$ cat src/hw/npr_defs.vh
// Constants for the host processor register port.
// Assumes one clock: the host port clock is the system clock.

`ifndef NPR_DEFS_VH
`define NPR_DEFS_VH

// Register indices on the six-bit address bus
`define NPR_IDX_CTRL 6'h00
`define NPR_IDX_CONFIG 6'h01
`define NPR_IDX_STATUS 6'h02
`define NPR_IDX_EVENT 6'h03
`define NPR_IDX_COMMAND 6'h04

// Reset values
`define NPR_CTRL_RST 16'h0000
`define NPR_CONFIG_RST 16'h0000
`define NPR_EVENT_RST 16'h0000
`define NPR_COMMAND_RST 16'h0000

// Event register field: access error bit
`define NPR_EVT_ERR_BIT 0

// Kinds of deferred update held for the core
`define NPR_KIND_WRITE 1'b1
`define NPR_KIND_CLEAR 1'b0

// Timing: clock period and bus turnaround, in ns
`define NPR_CLK_NS 25
`define NPR_TURN_NS 40
// Least time, so rounded up to whole cycles
`define NPR_TURN_CYC ((`NPR_TURN_NS + `NPR_CLK_NS - 1) / `NPR_CLK_NS)

`endif

$ cat src/hw/npr_hold.v
// Single input holding register between the port and the core.
// Assumes byte_clock_run_in comes from logic on the same clock.
`timescale 1ns/1ps
`include "npr_defs.vh"

module npr_hold
(
  input wire clk_sys_in,
  input wire srst_in,
  input wire req_in,
  input wire kind_in,
  input wire [5:0] idx_in,
  input wire [15:0] data_in,
  input wire byte_clock_run_in,
  output wire apply_out,
  output wire kind_out,
  output wire [5:0] idx_out,
  output wire [15:0] data_out
);

  // Held update contents
  reg valid_q;
  reg kind_q;
  reg [5:0] idx_q;
  reg [15:0] data_q;

  // Update leaves only while the core's byte clock runs
  assign apply_out = valid_q & byte_clock_run_in;
  assign kind_out = kind_q;
  assign idx_out = idx_q;
  assign data_out = data_q;

  // Only one slot: a newer request overwrites an unapplied one,
  // so with the byte clock stopped only the last one survives
  always @(posedge clk_sys_in)
  begin
    if (srst_in)
    begin
      valid_q <= 1'b0;
      kind_q <= `NPR_KIND_CLEAR;
      idx_q <= 6'h00;
      data_q <= 16'h0000;
    end
    else if (req_in)
    begin
      // New request reloads the slot even on the edge the old one is applied
      valid_q <= 1'b1;
      kind_q <= kind_in;
      idx_q <= idx_in;
      data_q <= data_in;
    end
    else if (apply_out)
    begin
      // Consumed by the register file
      valid_q <= 1'b0;
    end
  end

endmodule

$ cat src/hw/npr_port.v
// Host processor register port: sequencing, turnaround, registers.
// Assumes port pins are synchronous to clk_sys_in (same clock as
// the core), so they are sampled directly without synchronisers.
`timescale 1ns/1ps
`include "npr_defs.vh"

module npr_port
(
  input wire clk_sys_in,
  input wire srst_in,
  input wire reg_select_n_in,
  input wire [5:0] reg_addr_in,
  input wire read_not_write_in,
  input wire [15:0] host_data_in,
  output reg [15:0] host_data_out,
  output reg host_data_oe_out,
  input wire [15:0] status_in,
  input wire [14:0] core_event_in,
  input wire core_idle_in,
  input wire byte_clock_run_in,
  output reg [15:0] ctrl_out,
  output reg [15:0] config_out,
  output reg [15:0] cmd_out,
  output reg cmd_strobe_out,
  output wire [15:0] event_out,
  output wire host_access_error_out
);

  // Sequencer states, one-hot
  localparam S_IDLE = 4'b0001;
  localparam S_READ = 4'b0010;
  localparam S_WRITE = 4'b0100;
  localparam S_WEND = 4'b1000;

  // Turnaround count, cut on purpose to the cycle counter's width
  localparam integer TURN_FULL = `NPR_TURN_CYC;
  localparam [2:0] TURN_CYC = TURN_FULL[2:0];

  // Sequencer state and its next value
  reg [3:0] state_q;
  reg [3:0] state_d;
  // Captured register index and access legality
  reg [5:0] idx_q;
  reg ok_q;
  // Edges since the first sampling edge, saturating
  reg [2:0] cyc_q;
  // Edges on which select was seen high during a read
  reg [1:0] hi_q;
  // Sticky event register
  reg [15:0] evt_q;

  // Select seen asserted at this edge
  wire sel_low;
  // First sampling edge of a new transaction
  wire start;
  // Legality of the access presented now
  wire legal_now;
  // Read drive may end at this edge
  wire release_rd;
  // Holding register request
  reg hreq;
  reg hkind;
  reg [15:0] hdata;
  // Holding register output
  wire apply;
  wire akind;
  wire [5:0] aidx;
  wire [15:0] adata;
  // Error flagged this edge
  wire err_set;
  // Bits cleared by a read of the event register
  wire [15:0] clr_mask;
  // Value that a read of the captured index returns
  reg [15:0] rd_val;

  // Which index exists and in which direction; a config write
  // is only allowed while the core reports idle
  function npr_legal;
    input [5:0] idx;
    input is_write;
    input cfg_ok;
    begin
      case (idx)
        `NPR_IDX_CTRL: npr_legal = 1'b1;
        `NPR_IDX_CONFIG: npr_legal = ~is_write | cfg_ok;
        `NPR_IDX_STATUS: npr_legal = ~is_write;
        `NPR_IDX_EVENT: npr_legal = ~is_write;
        `NPR_IDX_COMMAND: npr_legal = is_write;
        default: npr_legal = 1'b0;
      endcase
    end
  endfunction

  // Select is active low
  assign sel_low = ~reg_select_n_in;

  // Address and direction are only looked at on the edge where
  // select is first seen low from idle
  assign start = sel_low & (state_q == S_IDLE);

  // Direction is high for read, low for write
  assign legal_now = npr_legal(reg_addr_in, ~read_not_write_in,
    core_idle_in);

  // Release on the second edge with select seen high, but for a legal
  // read never before data has been driven for at least one cycle
  assign release_rd = ~sel_low & (hi_q != 2'd0) &
    (host_data_oe_out | ~ok_q);

  // Illegal access raises the error on its first edge
  assign err_set = start & ~legal_now;

  // Read-clear removes only the bits that were returned
  assign clr_mask = (apply & (akind == `NPR_KIND_CLEAR)) ?
    adata : 16'h0000;

  // Event register is visible to the core
  assign event_out = evt_q;
  assign host_access_error_out = evt_q[`NPR_EVT_ERR_BIT];

  // Next state of the sequencer
  always @*
  begin
    state_d = state_q;
    case (state_q)
      S_IDLE:
      begin
        if (start)
        begin
          state_d = read_not_write_in ? S_READ : S_WRITE;
        end
      end
      S_READ:
      begin
        // Stays while select is held: wait states
        if (release_rd)
        begin
          state_d = S_IDLE;
        end
      end
      S_WRITE:
      begin
        // Write completes here whatever select does
        state_d = sel_low ? S_WEND : S_IDLE;
      end
      S_WEND:
      begin
        // Wait for deselect so one assertion is one access
        if (~sel_low)
        begin
          state_d = S_IDLE;
        end
      end
      default:
      begin
        state_d = S_IDLE;
      end
    endcase
  end

  // Read multiplexer over the captured index
  always @*
  begin
    case (idx_q)
      `NPR_IDX_CTRL: rd_val = ctrl_out;
      `NPR_IDX_CONFIG: rd_val = config_out;
      `NPR_IDX_STATUS: rd_val = status_in;
      `NPR_IDX_EVENT: rd_val = evt_q;
      default: rd_val = 16'h0000;
    endcase
  end

  // Request for the holding register
  always @*
  begin
    hreq = 1'b0;
    hkind = `NPR_KIND_CLEAR;
    hdata = 16'h0000;
    if (state_q == S_WRITE && ok_q)
    begin
      // Write data taken at the second edge
      hreq = 1'b1;
      hkind = `NPR_KIND_WRITE;
      hdata = host_data_in;
    end
    else if (state_q == S_READ && cyc_q == 3'd1 && ok_q &&
      idx_q == `NPR_IDX_EVENT)
    begin
      // Snapshot goes to the host and then gets cleared
      hreq = 1'b1;
      hkind = `NPR_KIND_CLEAR;
      hdata = rd_val;
    end
  end

  // Sequencer registers and capture of address and direction
  always @(posedge clk_sys_in)
  begin
    if (srst_in)
    begin
      state_q <= S_IDLE;
      idx_q <= 6'h00;
      ok_q <= 1'b0;
      cyc_q <= 3'd0;
      hi_q <= 2'd0;
    end
    else
    begin
      state_q <= state_d;
      if (start)
      begin
        // First sampling edge
        idx_q <= reg_addr_in;
        ok_q <= legal_now;
        cyc_q <= 3'd1;
        hi_q <= 2'd0;
      end
      else
      begin
        // Saturating edge count
        if (cyc_q != 3'd7)
        begin
          cyc_q <= cyc_q + 3'd1;
        end
        // Count deselected edges in a read
        if (state_q == S_READ && ~sel_low && hi_q != 2'd3)
        begin
          hi_q <= hi_q + 2'd1;
        end
      end
    end
  end

  // Read data and bus drive
  always @(posedge clk_sys_in)
  begin
    if (srst_in)
    begin
      host_data_out <= 16'h0000;
      host_data_oe_out <= 1'b0;
    end
    else
    begin
      // Data is loaded at the second edge and then frozen
      if (state_q == S_READ && cyc_q == 3'd1)
      begin
        host_data_out <= ok_q ? rd_val : 16'h0000;
      end
      if (state_q != S_READ || release_rd)
      begin
        // Idle, write or end of read: bus left undriven
        host_data_oe_out <= 1'b0;
      end
      else if (ok_q && cyc_q >= TURN_CYC)
      begin
        // Drive only after the previous owner had time to let go;
        // illegal reads never drive at all
        host_data_oe_out <= 1'b1;
      end
    end
  end

  // Core facing registers, updated from the holding register
  always @(posedge clk_sys_in)
  begin
    if (srst_in)
    begin
      ctrl_out <= `NPR_CTRL_RST;
      config_out <= `NPR_CONFIG_RST;
      cmd_out <= `NPR_COMMAND_RST;
      cmd_strobe_out <= 1'b0;
    end
    else
    begin
      cmd_strobe_out <= 1'b0;
      if (apply && akind == `NPR_KIND_WRITE)
      begin
        case (aidx)
          `NPR_IDX_CTRL: ctrl_out <= adata;
          `NPR_IDX_CONFIG: config_out <= adata;
          `NPR_IDX_COMMAND:
          begin
            // Write-only register: one pulse per write
            cmd_out <= adata;
            cmd_strobe_out <= 1'b1;
          end
          default:
          begin
            cmd_strobe_out <= 1'b0;
          end
        endcase
      end
    end
  end

  // Sticky events: a new event wins over a read-clear that hits
  // the same bit on the clearing edge; one between read and clear on a returned bit is lost
  always @(posedge clk_sys_in)
  begin
    if (srst_in)
    begin
      evt_q <= `NPR_EVENT_RST;
    end
    else
    begin
      evt_q <= (evt_q & ~clr_mask) | {core_event_in, err_set};
    end
  end

  // Single holding register towards the core
  npr_hold npr_hold_inst
  (
    .clk_sys_in(clk_sys_in),
    .srst_in(srst_in),
    .req_in(hreq),
    .kind_in(hkind),
    .idx_in(idx_q),
    .data_in(hdata),
    .byte_clock_run_in(byte_clock_run_in),
    .apply_out(apply),
    .kind_out(akind),
    .idx_out(aidx),
    .data_out(adata)
  );

endmodule

$ cat config.mk
export PLATFORM = sky130hd
export DESIGN_NAME = npr_port
export DESIGN_NICKNAME = d
export VERILOG_FILES = /design/src/hw/npr_hold.v /design/src/hw/npr_port.v
export VERILOG_INCLUDE_DIRS = /design/src /design/src/hw
export SDC_FILE = /design/constraint.sdc
export NUM_CORES = 1
export LEC_CHECK = 0
export BUFFER_PORTS_ARGS = -buffer_cell sky130_fd_sc_hd__buf_2
export CAP_MARGIN = 40
export CORE_ASPECT_RATIO = 2
export CORE_MARGIN = 10
export CORE_UTILIZATION = 35
export DETAILED_ROUTE_END_ITERATION = 8
export PLACE_DENSITY_LB_ADDON = 0.3
export SLEW_MARGIN = 20
export SYNTH_ARGS = -nofsm -noshare
export SYNTH_HDL_FRONTEND = slang
export SYNTH_SLANG_ARGS = --single-unit
$ cat constraint.sdc
create_clock -name clk_sys_in -period 1.56 [get_ports clk_sys_in]
set_input_delay 0.234 -clock clk_sys_in [delete_from_list [all_inputs] [get_ports clk_sys_in]]
set_output_delay 0.234 -clock clk_sys_in [all_outputs]
set_load 0.1 [all_outputs]
==> results of run 1 <==
worst register-to-register path, cell delays in order (launching register included):
cell,delay [ns]
dfxtp_1,0.31
or4_4,0.59
buf_12,0.19
nor3_2,0.18
o2111ai_1,0.13
a31oi_1,0.18
logic make-up after synthesis:
kind of cell	Yosys count	share of synthesized area (%)
flops	122	44.2
fa+ha+maj	6	1.36
mux	72	13.1
simple gates	195	17.5
buf+inv	54	6.69
xor+xnor	4	0.635
compound gates	135	16.5
cell usage in the layout, fill, tap and decap left out, types with 17 or more instances in the layout:
cell type and count:
dfxtp_1 87, buf_2 135, nor2_1 50, o211ai_1 17, buf_4 34, nand2_1 92
dfxtp_2 35, clkbuf_16 17, mux2i_1 72, a21oi_1 44
how the worst min path moves through the flow:
stage	to	depth (start not counted)
final	event_out[2]	3
after global routing	event_out[9]	3
after CTS	event_out[2]	3
after detailed placement	ctrl_out[15]	2
after global placement	event_out[14]	3
after floorplan	state_q[2]	1
power by group through the flow:
stage | Sequential (mW) | Clock [mW] | Combinational [mW]
floorplan | 3.50 | 0 | 0.413
global placement | 3.30 | 0 | 0.920
detailed placement | 3.30 | 0 | 0.937
CTS | 3.23 | 3.99 | 0.955
global route | 3.24 | 4.15 | 1.04
finish | 3.24 | 3.94 | 0.987
timing repair:
item / in CTS / in global routing
resized for setup: 9 / 19
gates cloned: 0 / 1
pin swaps: 2 / 6
buffers inserted: 1 / 1
setup endpoints to repair: 39 / 73
cell type report:
class	count	area (um^2)	share of cell area (%)
inverters	7	26.3	0.353
flip-flops and latches	122	2490	33.4
clock inverters	13	143	1.92
well taps	198	248	3.33
clock buffers	19	453	6.09
repair buffers	192	1270	17.1
multi-input cells	412	2810	37.7
routing by layer:
metal  track usage (%)  up-vias  routed length, um
met5                 0        -                  0
met4              9.28        0                841
met3              4.74       50               1310
met2              31.0      198               9840
met1              17.2     2499               6730
li1                  -     2439                  -
sequential cells by signal (all words and copies together), names as in the netlist:
register                count
host_data_out              16
ctrl_out                   16
npr_hold_inst.valid_q       1
cmd_out                    16
npr_hold_inst.idx_out       6
event_out                  16
state_q                     4
cmd_strobe_out              1
hi_q                        2
host_data_oe_out            1
npr_hold_inst.kind_out      1
ok_q                        1
idx_q                       6
cyc_q                       3
npr_hold_inst.data_out     16
config_out                 16
through the flow:
| stage | worst slack, ns | cell area, um^2 | utilization, % |
|---|---|---|---|
| 2_1_floorplan | -0.0738 | 5580 | - |
| 3_3_place_gp | -0.0334 | 6700 | 43.6 |
| 3_5_place_dp | -0.0921 | 6700 | 43.6 |
| 4_1_cts | -0.0703 | 7350 | 47.8 |
| 5_1_grt | -0.139 | 7430 | 48.3 |
| 6_report | -0.119 | 7430 | 48.3 |
==> summary.md, run 1 <==
| Metric | Value |
|---|---|
| Final wirelength | 18700 um |
| Peak VDD IR | 803 uV |
| Syn Inst Count | 588 |
| Die area | 21500 um^2 |
| Final WS setup | -0.119 ns |
| # placed instances | 928 |
| Congestion Overflow GR | 0 |
| Hpwl dp | 14200 um |
| Tmin final | 1.68 ns |
| Synth Register Bits | between 100 and 150 |
| Later-pin clock latency in the skew report | ~0.42 ns |
| Post-DR vias/cell | about 5.4 |
| WP data arrival | 2.01 ns |
| Max stage delay on crit path | 0.59 ns |
| CTS tree | built |
| Max cap viols | 0 |
| Initial Util | 35.9% |
| Number of global-route vias before repair | 5285 |
| Final Hold Fails | 0 |
| PortBufs | 141 |
| Post-Syn Area | 5520 um^2 |
| Max clock buf depth | 2 |
| Clk sinks | approximately 120 |
| Hold buffer count at cts | 0 |
| Slew Viols, Final | 0 |
| Status | complete, but fails checks |
| Total power | 8.16 mW |
| Sequential fraction of the synthesis area | approximately 44% |
| Flop2flop setup slack | -0.12 ns |
| Layout cell share with drive strength beyond 1 | 38.0% |
| Fmax | around 0.60 GHz |
| Worst Setup Path Type | register to register |
| Sw Ratio | 27.1% |
| Layout overhead on the synthesized area | 34.7% |
| Crit-path leading delay family | simple AND/OR/NAND/NOR gates |
| RSZ-0062 raised after global routing | true |
| Crit path launch | idx_q[5] |
| WP data required | 1.89 ns |
| Root Buffer | clkbuf_16 |
| Post-Layout Cell Count | 963 |
| WP buf/inv | 1 |
| TritonCTS Buffers | 17 |
| Fin nets | 817 |
| Cell internal pwr | 5.95 mW |
| Die height | 198 um |
| Worst Setup Start Kind | register |
| Chip width | about 110 um |
| # DRC | 0 |
| Area contributors post-synth | dfxtp_1, mux2i_1, nand2_1 |
| Most common cell in the netlist | dfxtp_1 |
| Setup crit end | npr_hold_inst.data_out[8] |
| Pwr Density | 1100 nW/um^2 |
| Core ar. | 15400 um^2 |
| Yosys warns | 0 |
| Top cell type by total area after synthesis | dfxtp_1 |
| Ys flop type | dfxtp_1 |
| Least-Margin Pin Slew | approximately 0.47 ns |
| Drt first pass iters | 5 |
| FF-to-FF path depth | 5 |
| Largest net degree at the start of global routing | 38 |
| Stages on worst setup path | 5 |
| Row count | 64 |
| I/O Pins | 142 |
| CP max FO | 16 |
| Library cells used by synthesis | 50 |
| First-pass GRT wire length | ~29000 um |
| Clk_skew | 0.0100 ns |
| R2R Path End | npr_hold_inst.data_out[8] |
| Share of the synthesized area in the top cell type | 44.2% |
| Critical R2R Launch | idx_q[5] |
| Via count | about 5200 |
| Critical-path cell list | or4_4 -> buf_12 -> nor3_2 -> o2111ai_1 -> a31oi_1 |
| Synth Net Count | about 650 |
| CTS clk-pin slew, worst paths | 0.06 ns |
| Total track usage | 17.2% |
| Slowest cell on crit path | or4_4 |
| List of most frequent post-synthesis cells | dfxtp_1, nand2_1, mux2i_1, nor2_1, a21oi_1 |
| # fillers | 1502 |
| Initial antenna violation count | 0 |
| Final TNS setup | -0.585 ns |
| Avg WL per Cell | 19.4 um |
| Antenna diodes | 0 |
| Clk pwr share | ~48% |
| Gate power share | 12.1% |
| Final period utilization | 108% |
| Number of setup violations in the final report | 17 |
| Asr flop ratio synth | 0% |
| Worst Setup End Kind | register |
| Tightest Hold Check Type | input port to register |
| Sequential share of power | between 30% and 40% |
| Headroom to the max-slew limit | 67.9% |
| Iter 0 DRT Violations | 263 |
| Number of synthesized flops with an enable pin | 0 |
| Final hold slack | 0.0297 ns |
| Placer Congestion | 0.875 |
| Failing checks | negative setup slack |
| P_sw | 2.21 mW |
| Static leakage | 3.31 nW |
| H-tree depth | 4 |
| Antenna viol nets, final | 0 |
| Worst hold path startpoint | core_event_in[1] |
| Mean Syn Cell Area | 9.39 um^2 |
Power figures use the tool's default switching activity.
==> run 2, diff against run 1 <==
ABC_AREA = 1   (was unset)
BUFFER_PORTS_ARGS = unset   (was -buffer_cell sky130_fd_sc_hd__buf_2)
DONT_BUFFER_PORTS = 1   (was unset)
GPL_TIMING_DRIVEN = 0   (was unset)
==> run 2 against run 1 <==
  * The flow finishes with violations (negative hold slack, negative setup slack)
  * Clock skew is 0.0020 ns higher
  * Synthesized cell count up 27%
  * Wire length rose by 28%
  * Critical path depth is 5 higher
  * Cell count grew 14%
  * Cell area grew 22%
  * Sequential share of layout area decreased by 6.1 points
  * Combinational power is 13% higher
  * Via count rose by 16%
  * Clock power hardly changed
  * Hold slack lost 0.030 ns
  * Largest cell class is now non-clock buffers
  * Largest power group unchanged
==> summary.md, run 2 <==
| Metric | Value |
|---|---|
| Fin nets | 955 (was 817) |
| Initial antenna violation count | 0 (unchanged) |
| Antenna diodes | 0 (unchanged) |
| Least-Margin Pin Slew | 0.661 ns (was 0.468 ns) |
| Final wirelength | 23900 um (was 18700 um) |
| Hold Path Stages | 2 (was 3) |
| Pwr Density | 929 nW/um^2 (was 1100 nW/um^2) |
| Clk_skew | 0.0120 ns (was 0.0100 ns) |
| Via count | 5994 (was 5186) |
| Multi-input logic area | 2660 um^2 (was 2810 um^2) |
| Final Hold Fails | 1 (was 0) |
| Tmin final | 1.59 ns (was 1.68 ns) |
| Mean Syn Cell Area | 7.29 um^2 (was 9.39 um^2) |
| List of most frequent post-synthesis cells | dfxtp_1, nand2_1, a21oi_1, nor2_1 (was dfxtp_1, nand2_1, mux2i_1, nor2_1, a21oi_1) |
| TritonCTS Buffers | 17 (unchanged) |
| Dpl ws | -0.262 ns (was -0.0921 ns) |
| WP data arrival | 1.88 ns (was 2.01 ns) |
| Hpwl dp | 17900 um (was 14200 um) |
| Tightest Hold Check Type | input port to register (unchanged) |
| Root Buffer | clkbuf_16 (unchanged) |
| I/O Pins | 142 (unchanged) |
| # fillers | 1303 (was 1502) |
| Number of setup violations in the final report | 5 (was 17) |
| Headroom to the max-slew limit | 56.0% (was 67.9%) |
| Number of synthesized flops with an enable pin | 0 (unchanged) |
| Congestion Overflow GR | 0 (unchanged) |
| Critical-path cell list | inv_4 -> ha_4 -> nand2_4 -> nor2_4 -> nand3_4 -> clkbuf_16 -> nand3_1 -> nand2_1 -> nor2_1 -> nor2_1 (was or4_4 -> buf_12 -> nor3_2 -> o2111ai_1 -> a31oi_1) |
| Synth Net Count | 811 (was 653) |
| WP data required | 1.85 ns (was 1.89 ns) |
| Static leakage | 3.67 nW (was 3.31 nW) |
| Initial Util | 35.5% (was 35.9%) |
| Library cells used by synthesis | 29 (was 50) |
| Chip width | 108 um (was 109 um) |
| Post-DR vias/cell | 5.44 (was 5.39) |
| PortBufs | 0 (was 141) |
| Dpl cell area | 7730 um^2 (was 6700 um^2) |
| Post-Layout Cell Count | 1101 (was 963) |
| Design Area, Final | 9040 um^2 (was 7430 um^2) |
| # placed instances | 1025 (was 928) |
| Top cell type by total area after synthesis | dfxtp_1 (unchanged) |
| Slowest cell on crit path | dfxtp_4 (was or4_4) |
| Failing checks | negative hold slack, negative setup slack (was negative setup slack) |
| H-tree depth | 4 (unchanged) |
| Fin util | 59.1% (was 48.3%) |
| Peak VDD IR | 830 uV (was 803 uV) |
| Die area | 21200 um^2 (was 21500 um^2) |
| Syn Inst Count | 746 (was 588) |
| Most common cell in the netlist | dfxtp_1 (unchanged) |
| Ys flop type | dfxtp_1 (unchanged) |
| Worst Setup Start Kind | register (unchanged) |
| Later-pin clock latency in the skew report | 0.43 ns (was 0.42 ns) |
| Asr flop ratio synth | 0% (unchanged) |
| Hold worst-path end | idx_q[1] (was event_out[2]) |
| Commonest non-fill, non-tap cell in the layout | dfxtp_1 (was buf_2) |
| Fmax | 0.631 GHz (was 0.595 GHz) |
| Antenna viol nets, final | 0 (unchanged) |
| Row count | 64 (unchanged) |
| Clk sinks | 122 (unchanged) |
| Seq. cell area | 2470 um^2 (was 2490 um^2) |
| First-pass GRT wire length | 35700 um (was 28600 um) |
| Max stage delay on crit path | 0.36 ns (was 0.59 ns) |
| RSZ-0062 raised after global routing | true (unchanged) |
| WP buf/inv | 2 (was 1) |
| Crit path launch | cyc_q[1] (was idx_q[5]) |
| CTS tree | built (unchanged) |
| Yosys warns | 0 (unchanged) |
| Max clock buf depth | 2 (unchanged) |
| Total track usage | 22.3% (was 17.2%) |
| Slew Viols, Final | 0 (unchanged) |
| Critical R2R Launch | cyc_q[1] (was idx_q[5]) |
| CP max FO | 5 (was 16) |
| Layout overhead on the synthesized area | 66.3% (was 34.7%) |
| R2R Path End | npr_hold_inst.data_out[7] (was npr_hold_inst.data_out[8]) |
| Layout cell share with drive strength beyond 1 | 25.6% (was 38.0%) |
| Synth Register Bits | 122 (unchanged) |
| Avg WL per Cell | 21.7 um (was 19.4 um) |
| Placer Congestion | 0.884 (was 0.875) |
| Core ar. | 15300 um^2 (was 15400 um^2) |
| Area contributors post-synth | dfxtp_1, a21oi_1, nand4_1 (was dfxtp_1, mux2i_1, nand2_1) |
| FF-to-FF path depth | 10 (was 5) |
| Worst hold path startpoint | reg_addr_in[1] (was core_event_in[1]) |
| Sequential fraction of the synthesis area | 44.9% (was 44.2%) |
| Commonest cells after routing, fill and taps aside | dfxtp_1, nand2_1, a21oi_1 (was buf_2, nand2_1, dfxtp_1) |
| CP dominant cell by count | nor2_1 |
| Drt first pass iters | 5 (unchanged) |
| # DRC | 0 (unchanged) |
| Status | complete, but fails checks (unchanged) |
| Final period utilization | 102% (was 108%) |
| Final WS setup | -0.0250 ns (was -0.119 ns) |
| Worst Setup Path Type | register to register (unchanged) |
| Max cap viols | 0 (unchanged) |
| Largest net degree at the start of global routing | 17 (was 38) |
| Flop2flop setup slack | -0.03 ns (was -0.12 ns) |
| Final hold slack | -0.000511 ns (was 0.0297 ns) |
| Number of global-route vias before repair | 6095 (was 5285) |
| CTS clk-pin slew, worst paths | 0.06 ns (about the same) |
| Crit-path leading delay family | simple AND/OR/NAND/NOR gates (unchanged) |
| Post-Syn Area | 5440 um^2 (was 5520 um^2) |
| Die height | 196 um (was 198 um) |
| Worst Setup End Kind | register (unchanged) |
| Share of the synthesized area in the top cell type | 44.9% (was 44.2%) |
| Iter 0 DRT Violations | 367 (was 263) |
[run 2: repair_timing]
| item | CTS | global route |
|---|---|---|
| hold endpoints to repair | 22 | 0 |
| pin swaps | 4 | 18 |
| cloned | 0 | 4 |
| setup buffers | 5 | 15 |
| resized for setup | 40 | 60 |
| endpoints found under the setup margin | 65 | 93 |
| hold buffers | 21 | 0 |
[run 2: kinds of logic after synthesis]
| family | Yosys count | synth area share (%) |
|---|---|---|
| AOI/OAI and AO/OA | 187 | 17.4 |
| xor gates and xnor gates | 1 | 0.161 |
| buffers and inverters | 120 | 9.14 |
| and+or+nand+nor | 309 | 26.8 |
| DFF | 122 | 44.9 |
| muxes | 1 | 0.184 |
| adders and majority gates | 6 | 1.38 |
[run 2: through the flow]
stage | TNS, ns | power (mW)
2_1_floorplan | 0 | 3.97
3_3_place_gp | -9.05 | 4.18
3_5_place_dp | -8.76 | 4.31
4_1_cts | -0.0723 | 8.33
5_1_grt | -1.14 | 8.62
6_report | -0.0630 | 8.39
[run 2: how the worst max path moves through the flow]
| stage | endpoint | slack [ns] | depth (start not counted) |
|---|---|---|---|
| floorplan | npr_hold_inst.data_out[14] | 0.05 | 6 |
| global placement | npr_hold_inst.data_out[13] | -0.24 | 4 |
| detailed placement | npr_hold_inst.data_out[9] | -0.26 | 4 |
| CTS | npr_hold_inst.data_out[9] | -0.03 | 10 |
| global route | npr_hold_inst.data_out[6] | -0.10 | 10 |
| finish | npr_hold_inst.data_out[7] | -0.03 | 10 |
[run 2: where the power goes]
part,internal (mW),switching [mW]
Clock,2.44,1.53
Combinational,0.374,0.744
Sequential,3.19,0.129
Total,5.99,2.40
[run 2: per-layer routing]
layer	wire [um]	part of all wire, %	GRT usage [%]	up-vias
li1	-	-	-	2814
met1	7630	32	21.2	2775
met2	12700	53	39.5	315
met3	1690	7.1	4.92	90
met4	1880	7.9	17.3	0
met5	0	0	0	-
[run 2: area by class of cell]
cell class	count	area share [%]
Clock inverter	13	1.59
Sequential cell	122	27.3
Buffer	47	3.35
Clock buffer	19	5.01
Multi-Input combinational cell	505	29.4
Tap cell	198	2.74
Timing Repair Buffer	125	27.5
Inverter	72	3.07
